<file path="src/octal_gcr_defs.svh">
// Offsets, field positions and reset values of the global register bank.
// Assumes an 8-bit host address split into channel windows and one page.
// Function
// RULE_01: Eight channels each own one 16-byte window, channel N at N*0x10.
// RULE_02: All registers share one 256-byte space decoded from eight lines.
// RULE_03: Global registers answer at 0x80 to 0x8F, needing no indirection.
// RULE_04: Lowest eight locations of each window keep the legacy UART set.
// RULE_05: Byte 0x80 shows one pending-service bit per channel.
// RULE_06: Bytes 0x81 to 0x83 pack 3-bit source codes from channel 0 upward.
// RULE_07: 0x84 holds four control bits, 0x85 reads zero, 0x86/0x87 reload.
// RULE_08: 0x88 and 0x89 select 8x or 4x sampling; neither means 16x.
// RULE_09: Writing one to bit N of 0x8A resets only channel N.
// RULE_10: Byte 0x8B holds one sleep-enable bit per channel.
// RULE_11: Bit 0 of 0x8E makes channel writes reach all eight channels.
// RULE_12: 0x8C and 0x8D return fixed revision and identity; writes ignored.
// RULE_13: Channels keep own registers; bank steers them only via its bits.
// RULE_14: Host uses plain single-byte reads and writes, no unlock sequence.
// RULE_15: Codes: 0 none, 1 rx, 2 timeout, 3 tx, 4 modem, 7 timer on ch0.
// RULE_16: Timer value bytes read back the programmed value, not the count.
// RULE_17: Sleep only when sleep byte is all ones and nothing is pending.
// RULE_18: Address 0x8F reads zero and ignores writes.
`ifndef OCTAL_GCR_DEFS_SVH
`define OCTAL_GCR_DEFS_SVH
`define CHAN_SPACE_BIT 7
`define CHAN_IDX_MSB 6
`define CHAN_IDX_LSB 4
`define GLOBAL_PAGE 4'h8
`define LEGACY_TOP 4'h7
`define ADDR_IRQ_PENDING 8'h80
`define ADDR_CODE_WORD0 8'h81
`define ADDR_CODE_WORD1 8'h82
`define ADDR_CODE_WORD2 8'h83
`define ADDR_CNT_CONTROL 8'h84
`define ADDR_CNT_RESERVED 8'h85
`define ADDR_CNT_LOW 8'h86
`define ADDR_CNT_HIGH 8'h87
`define ADDR_EIGHTFOLD 8'h88
`define ADDR_FOURFOLD 8'h89
`define ADDR_SOFT_RESET 8'h8a
`define ADDR_SLEEP 8'h8b
`define ADDR_REVISION 8'h8c
`define ADDR_IDENTITY 8'h8d
`define ADDR_BROADCAST 8'h8e
`define BCAST_BIT 0
`define CNT_CTRL_W 4
`define CODE_TIMER 3'h7
`define CODE_NONE 3'h0
`define SLEEP_ALL 8'hff
`define RST_BYTE 8'h00
`define RST_CNT_CTRL 4'h0
`define RST_RELOAD 16'h0000
`define RST_PINS 19'h7ffff
`endif

</file>
<file path="src/octal_gcr_pkg.sv">
// Types shared by the host front end and the register bank.
// Assumes nothing beyond the defs header for numbers.
package octal_gcr_pkg;
    typedef logic [7:0] byte_t;
    typedef enum logic [2:0]
    {
        ACC_NONE = 3'b001,
        ACC_READ = 3'b010,
        ACC_WRITE = 3'b100
    } access_e;
endpackage

</file>
<file path="src/host_access_if.sv">
// Decoded host accesses passed from the pin front end to the bank.
// Assumes both ends run on ref_clk.
`timescale 1ns/100ps
interface host_access_if;
    logic rd_start;
    logic rd_active;
    logic wr_pulse;
    octal_gcr_pkg::byte_t addr;
    octal_gcr_pkg::byte_t wdata;
    modport front
    (
        output rd_start,
        output rd_active,
        output wr_pulse,
        output addr,
        output wdata
    );
    modport bank
    (
        input rd_start,
        input rd_active,
        input wr_pulse,
        input addr,
        input wdata
    );
endinterface

</file>
<file path="src/host_bus_front.sv">
// Synchronises the host strobes, address and data pins and turns them
// into one read start, a read-active level and one write pulse.
// Assumes pins are asynchronous to ref_clk and held stable while strobed.
`timescale 1ns/100ps
`include "octal_gcr_defs.svh"
module host_bus_front
(
    input wire logic ref_clk,
    input wire logic rst,
    input wire logic host_cs_n,
    input wire logic host_rd_n,
    input wire logic host_wr_n,
    input wire logic [7:0] register_address_lines,
    input wire logic [7:0] host_data_in,
    host_access_if.front acc
);
    logic [18:0] sync1_ff;
    logic [18:0] sync2_ff;
    logic [18:0] nxt_sync1;
    logic [18:0] nxt_sync2;
    octal_gcr_pkg::access_e state_ff;
    octal_gcr_pkg::access_e nxt_state;
    logic rd_start_ff;
    logic nxt_rd_start;
    logic wr_pulse_ff;
    logic nxt_wr_pulse;
    octal_gcr_pkg::byte_t addr_ff;
    octal_gcr_pkg::byte_t nxt_addr;
    octal_gcr_pkg::byte_t wdata_ff;
    octal_gcr_pkg::byte_t nxt_wdata;
    logic rd_req;
    logic wr_req;

    always_comb
    begin
        nxt_sync1 = {host_cs_n, host_rd_n, host_wr_n,
                     register_address_lines, host_data_in};
        nxt_sync2 = sync1_ff;
    end

    always_ff @(posedge ref_clk or posedge rst)
    begin
        if (rst)
        begin
            sync1_ff <= `RST_PINS;
            sync2_ff <= `RST_PINS;
        end
        else
        begin
            sync1_ff <= nxt_sync1;
            sync2_ff <= nxt_sync2;
        end
    end

    // Only the second stage is decoded
    assign rd_req = !sync2_ff[18] && !sync2_ff[17];
    assign wr_req = !sync2_ff[18] && !sync2_ff[16];

    always_comb
    begin
        nxt_state = state_ff;
        nxt_rd_start = 1'b0;
        nxt_wr_pulse = 1'b0;
        nxt_addr = addr_ff;
        nxt_wdata = wdata_ff;
        unique case (state_ff)
            octal_gcr_pkg::ACC_NONE:
            begin
                // Any single access is served directly [RULE_14]
                if (rd_req)
                begin
                    nxt_state = octal_gcr_pkg::ACC_READ;
                    nxt_rd_start = 1'b1;
                    nxt_addr = sync2_ff[15:8];
                end
                else if (wr_req)
                begin
                    nxt_state = octal_gcr_pkg::ACC_WRITE;
                    nxt_addr = sync2_ff[15:8];
                    nxt_wdata = sync2_ff[7:0];
                end
            end
            octal_gcr_pkg::ACC_READ:
            begin
                if (!rd_req)
                    nxt_state = octal_gcr_pkg::ACC_NONE;
            end
            octal_gcr_pkg::ACC_WRITE:
            begin
                // Data is taken while the strobe stands, acted on at its end
                if (wr_req)
                begin
                    nxt_addr = sync2_ff[15:8];
                    nxt_wdata = sync2_ff[7:0];
                end
                else
                begin
                    nxt_state = octal_gcr_pkg::ACC_NONE;
                    nxt_wr_pulse = 1'b1;
                end
            end
            default:
                nxt_state = octal_gcr_pkg::ACC_NONE;
        endcase
    end

    always_ff @(posedge ref_clk or posedge rst)
    begin
        if (rst)
        begin
            state_ff <= octal_gcr_pkg::ACC_NONE;
            rd_start_ff <= 1'b0;
            wr_pulse_ff <= 1'b0;
            addr_ff <= `RST_BYTE;
            wdata_ff <= `RST_BYTE;
        end
        else
        begin
            state_ff <= nxt_state;
            rd_start_ff <= nxt_rd_start;
            wr_pulse_ff <= nxt_wr_pulse;
            addr_ff <= nxt_addr;
            wdata_ff <= nxt_wdata;
        end
    end

    assign acc.rd_start = rd_start_ff;
    assign acc.rd_active = (state_ff == octal_gcr_pkg::ACC_READ);
    assign acc.wr_pulse = wr_pulse_ff;
    assign acc.addr = addr_ff;
    assign acc.wdata = wdata_ff;
endmodule

</file>
<file path="src/octal_uart_global_config_regs.sv">
// Global configuration bank of an eight-channel UART with the host
// address decode for the channel windows.
// Assumes channel logic on ref_clk supplies flags, codes and read data,
// and the host drives the parallel bus pins asynchronously.
`timescale 1ns/100ps
`include "octal_gcr_defs.svh"
module octal_uart_global_config_regs
#(
    // Arbitrary values, not those of any real part
    parameter logic [7:0] REVISION_CODE = 8'h01,
    parameter logic [7:0] IDENTITY_CODE = 8'h5a
)
(
    input wire logic ref_clk,
    input wire logic rst,
    input wire logic host_cs_n,
    input wire logic host_rd_n,
    input wire logic host_wr_n,
    input wire logic [7:0] register_address_lines,
    input wire logic [7:0] host_data_in,
    output logic [7:0] host_data_out,
    output logic host_data_oe,
    input wire logic [7:0] per_channel_irq_flags,
    input wire logic [23:0] chan_irq_code,
    input wire logic timer_timeout,
    input wire logic [63:0] chan_rd_data,
    output logic [7:0] chan_sel,
    output logic [3:0] chan_reg_index,
    output logic [7:0] chan_wr_data,
    output logic chan_wr_strobe,
    output logic chan_rd_strobe,
    output logic chan_legacy_access,
    output logic [7:0] chan_soft_reset,
    output logic [7:0] eightfold_sampling_select,
    output logic [7:0] fourfold_sampling_select,
    output logic [7:0] channel_sleep_enable,
    output logic sleep_request,
    output logic [3:0] counter_control_reg,
    output logic [15:0] timer_reload,
    output logic counter_control_read
);
    host_access_if acc ();

    host_bus_front u_front
    (
        .ref_clk(ref_clk),
        .rst(rst),
        .host_cs_n(host_cs_n),
        .host_rd_n(host_rd_n),
        .host_wr_n(host_wr_n),
        .register_address_lines(register_address_lines),
        .host_data_in(host_data_in),
        .acc(acc)
    );

    // Address decode
    logic in_chan_space;
    logic in_global_page;
    logic [2:0] chan_idx;
    logic glob_wr;
    logic chan_wr;
    logic chan_rd;

    always_comb
    begin
        // Bit 7 clear means one of eight 16-byte windows [RULE_01] [RULE_02]
        in_chan_space = !acc.addr[`CHAN_SPACE_BIT];
        chan_idx = acc.addr[`CHAN_IDX_MSB:`CHAN_IDX_LSB];
        // Global page needs no channel select [RULE_03]
        in_global_page = (acc.addr[7:4] == `GLOBAL_PAGE);
        glob_wr = acc.wr_pulse && in_global_page;
        chan_wr = acc.wr_pulse && in_chan_space;
        chan_rd = acc.rd_start && in_chan_space;
    end

    // Writable global registers
    logic [`CNT_CTRL_W-1:0] cnt_ctrl_ff;
    logic [`CNT_CTRL_W-1:0] nxt_cnt_ctrl;
    logic [15:0] reload_ff;
    logic [15:0] nxt_reload;
    logic [7:0] eight_ff;
    logic [7:0] nxt_eight;
    logic [7:0] four_ff;
    logic [7:0] nxt_four;
    logic [7:0] sleep_ff;
    logic [7:0] nxt_sleep;
    logic bcast_ff;
    logic nxt_bcast;
    logic [7:0] soft_rst_ff;
    logic [7:0] nxt_soft_rst;

    always_comb
    begin
        nxt_cnt_ctrl = cnt_ctrl_ff;
        nxt_reload = reload_ff;
        nxt_eight = eight_ff;
        nxt_four = four_ff;
        nxt_sleep = sleep_ff;
        nxt_bcast = bcast_ff;
        nxt_soft_rst = `RST_BYTE;
        if (glob_wr)
        begin
            unique case (acc.addr)
                `ADDR_CNT_CONTROL:
                    nxt_cnt_ctrl = acc.wdata[`CNT_CTRL_W-1:0]; // [RULE_07]
                `ADDR_CNT_LOW:
                    nxt_reload[7:0] = acc.wdata; // [RULE_07]
                `ADDR_CNT_HIGH:
                    nxt_reload[15:8] = acc.wdata; // [RULE_07]
                `ADDR_EIGHTFOLD:
                    nxt_eight = acc.wdata; // [RULE_08]
                `ADDR_FOURFOLD:
                    nxt_four = acc.wdata; // [RULE_08]
                `ADDR_SOFT_RESET:
                    nxt_soft_rst = acc.wdata; // [RULE_09]
                `ADDR_SLEEP:
                    nxt_sleep = acc.wdata; // [RULE_10]
                `ADDR_BROADCAST:
                    nxt_bcast = acc.wdata[`BCAST_BIT]; // [RULE_11]
                default:
                    // Status, identity and 0x8F writes fall away
                    nxt_bcast = bcast_ff; // [RULE_12] [RULE_18]
            endcase
        end
    end

    always_ff @(posedge ref_clk or posedge rst)
    begin
        if (rst)
        begin
            cnt_ctrl_ff <= `RST_CNT_CTRL;
            reload_ff <= `RST_RELOAD;
            eight_ff <= `RST_BYTE;
            four_ff <= `RST_BYTE;
            sleep_ff <= `RST_BYTE;
            bcast_ff <= 1'b0;
            soft_rst_ff <= `RST_BYTE;
        end
        else
        begin
            cnt_ctrl_ff <= nxt_cnt_ctrl;
            reload_ff <= nxt_reload;
            eight_ff <= nxt_eight;
            four_ff <= nxt_four;
            sleep_ff <= nxt_sleep;
            bcast_ff <= nxt_bcast;
            soft_rst_ff <= nxt_soft_rst;
        end
    end

    // Interrupt view of the channels
    logic [7:0] pending;
    logic [23:0] codes;

    always_comb
    begin
        codes = chan_irq_code;
        // Timer is the lowest priority source, seen on channel 0 only
        if (timer_timeout && chan_irq_code[2:0] == `CODE_NONE)
            codes[2:0] = `CODE_TIMER; // [RULE_15]
        pending = per_channel_irq_flags;
        pending[0] = per_channel_irq_flags[0] || timer_timeout; // [RULE_05]
    end

    // Channel access strobes
    logic [7:0] sel_ff;
    logic [7:0] nxt_sel;
    logic [3:0] reg_idx_ff;
    logic [3:0] nxt_reg_idx;
    logic [7:0] cwdata_ff;
    logic [7:0] nxt_cwdata;
    logic cwr_ff;
    logic nxt_cwr;
    logic crd_ff;
    logic nxt_crd;
    logic legacy_ff;
    logic nxt_legacy;

    always_comb
    begin
        nxt_sel = `RST_BYTE;
        nxt_reg_idx = reg_idx_ff;
        nxt_cwdata = cwdata_ff;
        nxt_cwr = chan_wr;
        nxt_crd = chan_rd;
        nxt_legacy = legacy_ff;
        if (chan_wr || chan_rd)
        begin
            // Each channel keeps its own set; only the window is chosen
            nxt_sel[chan_idx] = 1'b1; // [RULE_13]
            if (chan_wr && bcast_ff)
                nxt_sel = 8'hff; // [RULE_11]
            nxt_reg_idx = acc.addr[3:0];
            // Low eight locations go to the legacy register set
            nxt_legacy = (acc.addr[3:0] <= `LEGACY_TOP); // [RULE_04]
            nxt_cwdata = acc.wdata;
        end
    end

    always_ff @(posedge ref_clk or posedge rst)
    begin
        if (rst)
        begin
            sel_ff <= `RST_BYTE;
            reg_idx_ff <= 4'h0;
            cwdata_ff <= `RST_BYTE;
            cwr_ff <= 1'b0;
            crd_ff <= 1'b0;
            legacy_ff <= 1'b0;
        end
        else
        begin
            sel_ff <= nxt_sel;
            reg_idx_ff <= nxt_reg_idx;
            cwdata_ff <= nxt_cwdata;
            cwr_ff <= nxt_cwr;
            crd_ff <= nxt_crd;
            legacy_ff <= nxt_legacy;
        end
    end

    // Read path
    logic [7:0] rdata;
    logic [7:0] rdata_ff;
    logic [7:0] nxt_rdata;
    logic oe_ff;
    logic nxt_oe;
    logic cnt_rd_ff;
    logic nxt_cnt_rd;
    logic sleep_req_ff;
    logic nxt_sleep_req;

    always_comb
    begin
        rdata = `RST_BYTE;
        if (in_chan_space)
            rdata = chan_rd_data[{chan_idx, 3'h0} +: 8];
        else if (in_global_page)
        begin
            unique case (acc.addr)
                `ADDR_IRQ_PENDING:
                    rdata = pending; // [RULE_05]
                `ADDR_CODE_WORD0:
                    rdata = codes[7:0]; // [RULE_06]
                `ADDR_CODE_WORD1:
                    rdata = codes[15:8]; // [RULE_06]
                `ADDR_CODE_WORD2:
                    rdata = codes[23:16]; // [RULE_06]
                `ADDR_CNT_CONTROL:
                    rdata = {4'h0, cnt_ctrl_ff}; // [RULE_07]
                `ADDR_CNT_LOW:
                    rdata = reload_ff[7:0]; // [RULE_16]
                `ADDR_CNT_HIGH:
                    rdata = reload_ff[15:8]; // [RULE_16]
                `ADDR_EIGHTFOLD:
                    rdata = eight_ff;
                `ADDR_FOURFOLD:
                    rdata = four_ff;
                `ADDR_SLEEP:
                    rdata = sleep_ff;
                `ADDR_REVISION:
                    rdata = REVISION_CODE; // [RULE_12]
                `ADDR_IDENTITY:
                    rdata = IDENTITY_CODE; // [RULE_12]
                `ADDR_BROADCAST:
                    rdata = {7'h00, bcast_ff}; // [RULE_11]
                default:
                    // 0x85, write-only 0x8A and 0x8F read zero
                    rdata = `RST_BYTE; // [RULE_07] [RULE_18]
            endcase
        end
        nxt_rdata = acc.rd_active ? rdata : `RST_BYTE;
        nxt_oe = acc.rd_active;
        // Reading the control byte lets the timer clear its flag
        nxt_cnt_rd = acc.rd_start && (acc.addr == `ADDR_CNT_CONTROL);
        // Pending work always holds the device awake [RULE_17]
        nxt_sleep_req = (sleep_ff == `SLEEP_ALL) && (pending == `RST_BYTE);
    end

    always_ff @(posedge ref_clk or posedge rst)
    begin
        if (rst)
        begin
            rdata_ff <= `RST_BYTE;
            oe_ff <= 1'b0;
            cnt_rd_ff <= 1'b0;
            sleep_req_ff <= 1'b0;
        end
        else
        begin
            rdata_ff <= nxt_rdata;
            oe_ff <= nxt_oe;
            cnt_rd_ff <= nxt_cnt_rd;
            sleep_req_ff <= nxt_sleep_req;
        end
    end

    assign host_data_out = rdata_ff;
    assign host_data_oe = oe_ff;
    assign chan_sel = sel_ff;
    assign chan_reg_index = reg_idx_ff;
    assign chan_wr_data = cwdata_ff;
    assign chan_wr_strobe = cwr_ff;
    assign chan_rd_strobe = crd_ff;
    assign chan_legacy_access = legacy_ff;
    assign chan_soft_reset = soft_rst_ff;
    assign eightfold_sampling_select = eight_ff;
    assign fourfold_sampling_select = four_ff;
    assign channel_sleep_enable = sleep_ff;
    assign sleep_request = sleep_req_ff;
    assign counter_control_reg = cnt_ctrl_ff;
    assign timer_reload = reload_ff;
    assign counter_control_read = cnt_rd_ff;
endmodule

</file>
<file path="config.mk">
export PLATFORM = sky130hd
export DESIGN_NAME = octal_uart_global_config_regs
export DESIGN_NICKNAME = d
export VERILOG_FILES = /design/src/octal_gcr_pkg.sv /design/src/host_access_if.sv /design/src/host_bus_front.sv /design/src/octal_uart_global_config_regs.sv
export VERILOG_INCLUDE_DIRS = /design/src
export SDC_FILE = /design/constraint.sdc
export NUM_CORES = 1
export LEC_CHECK = 0
export BUFFER_PORTS_ARGS = -buffer_cell sky130_fd_sc_hd__buf_2
export CORE_ASPECT_RATIO = 0.8
export CORE_UTILIZATION = 25
export CTS_BUF_LIST = sky130_fd_sc_hd__clkbuf_2
export CTS_CLUSTER_SIZE = 20
export DETAILED_ROUTE_END_ITERATION = 6
export PLACE_DENSITY_LB_ADDON = 0.08
export RECOVER_POWER = 25
export SYNTH_ARGS = -nofsm -noshare
export SYNTH_HDL_FRONTEND = slang
export SYNTH_HIERARCHICAL = 1
export SYNTH_SLANG_ARGS = --single-unit
</file>
<file path="constraint.sdc">
create_clock -name ref_clk -period 4.6 [get_ports ref_clk]
set_input_delay 1.15 -clock ref_clk [delete_from_list [all_inputs] [get_ports ref_clk]]
set_output_delay 1.15 -clock ref_clk [all_outputs]
set_load 0.02 [all_outputs]
</file>
==> impl_metrics.yaml <==
global_routing:
  overflow: 0
  antenna_found_initial: 2
  grt_max_degree: 65
  grt_pass1_vias: 5762
  grt_pass1_wl_um: 35300
  track_usage: 0.175
setup_path:
  worstSetupStartpoint: "u_front/acc.addr[3]"
  r2r_cells: 4
  cp-end-kind: "flop"
  cp.arrival_ns: 3.61
  worstPathRequired_ns: 5.20
  crit_type: "reg -> reg"
  critPathMaxFanout: 21
  r2r-end: "eightfold_sampling_select[6]"
  r2r_slack_ns: 1.59
  crit_path_end: "eightfold_sampling_select[6]"
  startpoint_type: "flop"
  r2r-start: "u_front/acc.addr[3]"
drt:
  remaining_drc_errors: 0
  ant_nets: 0
  routedWlPerCell_um: 21.0
  first_iter_violations: 404
  vias: 5481
  wirelength_um: 23900
  first_pass_iters: 5
  viasPerCell: 4.82
sta:
  fin_skew_ns: 0.0403
  holdWs_ns: 0.345
  worst_pin_slew_ns: 3.13
  rsz0062_at_grt: "false"
  fin_crit_ns: 3.01
  hold_viol: 0
  final-setup-viol-count: 0
  relSlewSlack: -1.10
  fmax_mhz: 332
  fin_tns_setup_ns: 0
  period_share: 0.655
  drv_slew: 65
floorplan:
  die_area_um2: 27700
  die_height_um: 149
  core_um2: 26400
  initial_core_util: 0.256
  rows: 53
  num_io_pins: 204
  die_w_um: 186
power:
  p_int_uw: 2060
  leakage_uw: 0.00395
  switching_share: 0.401
  powerDensity_nw_per_um2: 412
  p_sw_uw: 1380
  p_seq_frac: 0.486
  pwr-share-clk: 0.216
  power_uw: 3440
  peakVddDrop_mv: 0.196
  p_comb_frac: 0.298
synth:
  yosysTopAreaCell: "dfrtp_1"
  syn_inst: 569
  ys_seq_elements: 146
  synth_most_common_cell: "dfrtp_1"
  syn-num-nets: 687
  async_reset_ff_frac: 1.00
  netlist.area_leader.share: 0.397
  synth_edf_count: 0
  ys_warn_count: 6
  yosys-top-cells-count: "dfrtp_1 (107), mux2_2 (65), dfstp_2 (39), nand2_1 (34), a21oi_1 (32)"
  avgSynthCellArea_um2: 11.9
  synth_area_um2: 6750
  ys_types: 64
  ys_seq_area_frac: 0.549
  synthFlopType: "dfrtp_1"
  synthTopCellsByArea: "dfrtp_1 (40%), dfstp_2 (15%), mux2_2 (11%)"
outcome:
  outcome: "complete, but fails checks"
  violations: "max-capacitance violations, max-slew violations"
clocking:
  cts.sinks: 146
  post_cts_buffers: 0
  cts_tree: "yes"
  clock_path_buffers: 2
  root_buffer: "clkbuf_2"
  clk_latency_ns: 0.72
  clk_pin_slew_worst_paths_ns: 0.25
  hold_buffers: 0
  cts_resized: 0
  numCtsBuffers: 17
  cts.htree.levels: 4
finish:
  final_nets: 884
  register_area_um2: 3700
  multi_input_area_um2: 2870
  final_util: 0.317
  area_growth_pct: 23.8
  design_area_um2: 8360
  drive_gt1_frac: 0.481
  fillerInstances: 2804
place:
  placed_cell_area_um2: 8120
  gp_congestion: 0.849
  io_buffers: 203
  dp_hpwl_um: 18000
hold_path:
  hp-class: "reg -> reg"
job:
  cap_violations: 1
-- layout by cell type, fill, tap and decap left out, drive strengths merged, types with 4 or more instances in the layout --
master	instances
a211oi	4
a21oi	32
a22o	4
a22oi	7
a31o	10
and2	11
buf	211
clkbuf	20
dfrtp	107
dfstp	39
inv	12
mux2	73
mux2i	19
nand2	35
nand2b	16
nand3	14
nand3b	8
nor2	23
nor2b	12
nor3	20
nor4	4
o21ai	22
o221ai	12
o22ai	9
or3	4
-- worst max-delay path, cell delays in order, from the launching register on --
cell and delay, ns:
dfrtp_1 1.00, nor2b_1 0.56, and2_1 0.42, and4_1 0.56, mux2_1 0.36
-- worst min-delay path by stage --
stage	startpoint	to	cells past startpoint	slack, ns
floorplan	u_front/nxt_sync2[0]	u_front/sync2_ff[0]	0	0.35
global placement	u_front/nxt_sync2[4]	u_front/sync2_ff[4]	0	0.35
detailed placement	u_front/nxt_sync2[17]	u_front/sync2_ff[17]	0	0.35
CTS	u_front/nxt_sync2[15]	u_front/sync2_ff[15]	0	0.35
global route	host_data_in[7]	u_front/nxt_sync2[7]	1	0.35
finish	u_front/nxt_sync2[15]	u_front/sync2_ff[15]	0	0.34
-- final cells by class --
cell class                      instances  share of cell area
Clock inverter                         14              0.0171
Tap cell                              357              0.0535
Clock buffer                           18              0.0108
Sequential cell                       146               0.443
Multi-Input combinational cell        384               0.343
Inverter                                4             0.00195
Timing Repair Buffer                  213               0.130
Antenna cell                            1            0.000299
-- logic make-up after synthesis --
group                  share of synthesized area
and+or+nand+nor                            0.139
muxes                                      0.153
AOI/OAI and AO/OA                          0.132
DFF                                        0.549
buffers and inverters                     0.0271
-- power groups by stage --
stage	clock (uW)	combinational [uW]	sequential, uW
after global placement	0	1020	1690
after floorplan	0	692	1620
after detailed placement	0	1030	1700
after CTS	778	1030	1680
final	743	1030	1670
after global routing	834	1120	1710
-- metal layers --
metal,track usage,part of all wire,vias up
met5,0,0.00071,-
met4,0.0443,0.016,2
met3,0.0557,0.080,22
met2,0.263,0.44,214
met1,0.242,0.47,2742
li1,-,-,2501
-- stage by stage --
| step | std cells | setup WS (ns) |
|---|---|---|
| floorplan | 569 | 1.20 |
| global placement | 1104 | 1.71 |
| detailed placement | 1104 | 1.63 |
| CTS | 1136 | 1.59 |
| global route | 1137 | 1.46 |
| finish | 1137 | 1.59 |
(Power assumes the default switching activity.)
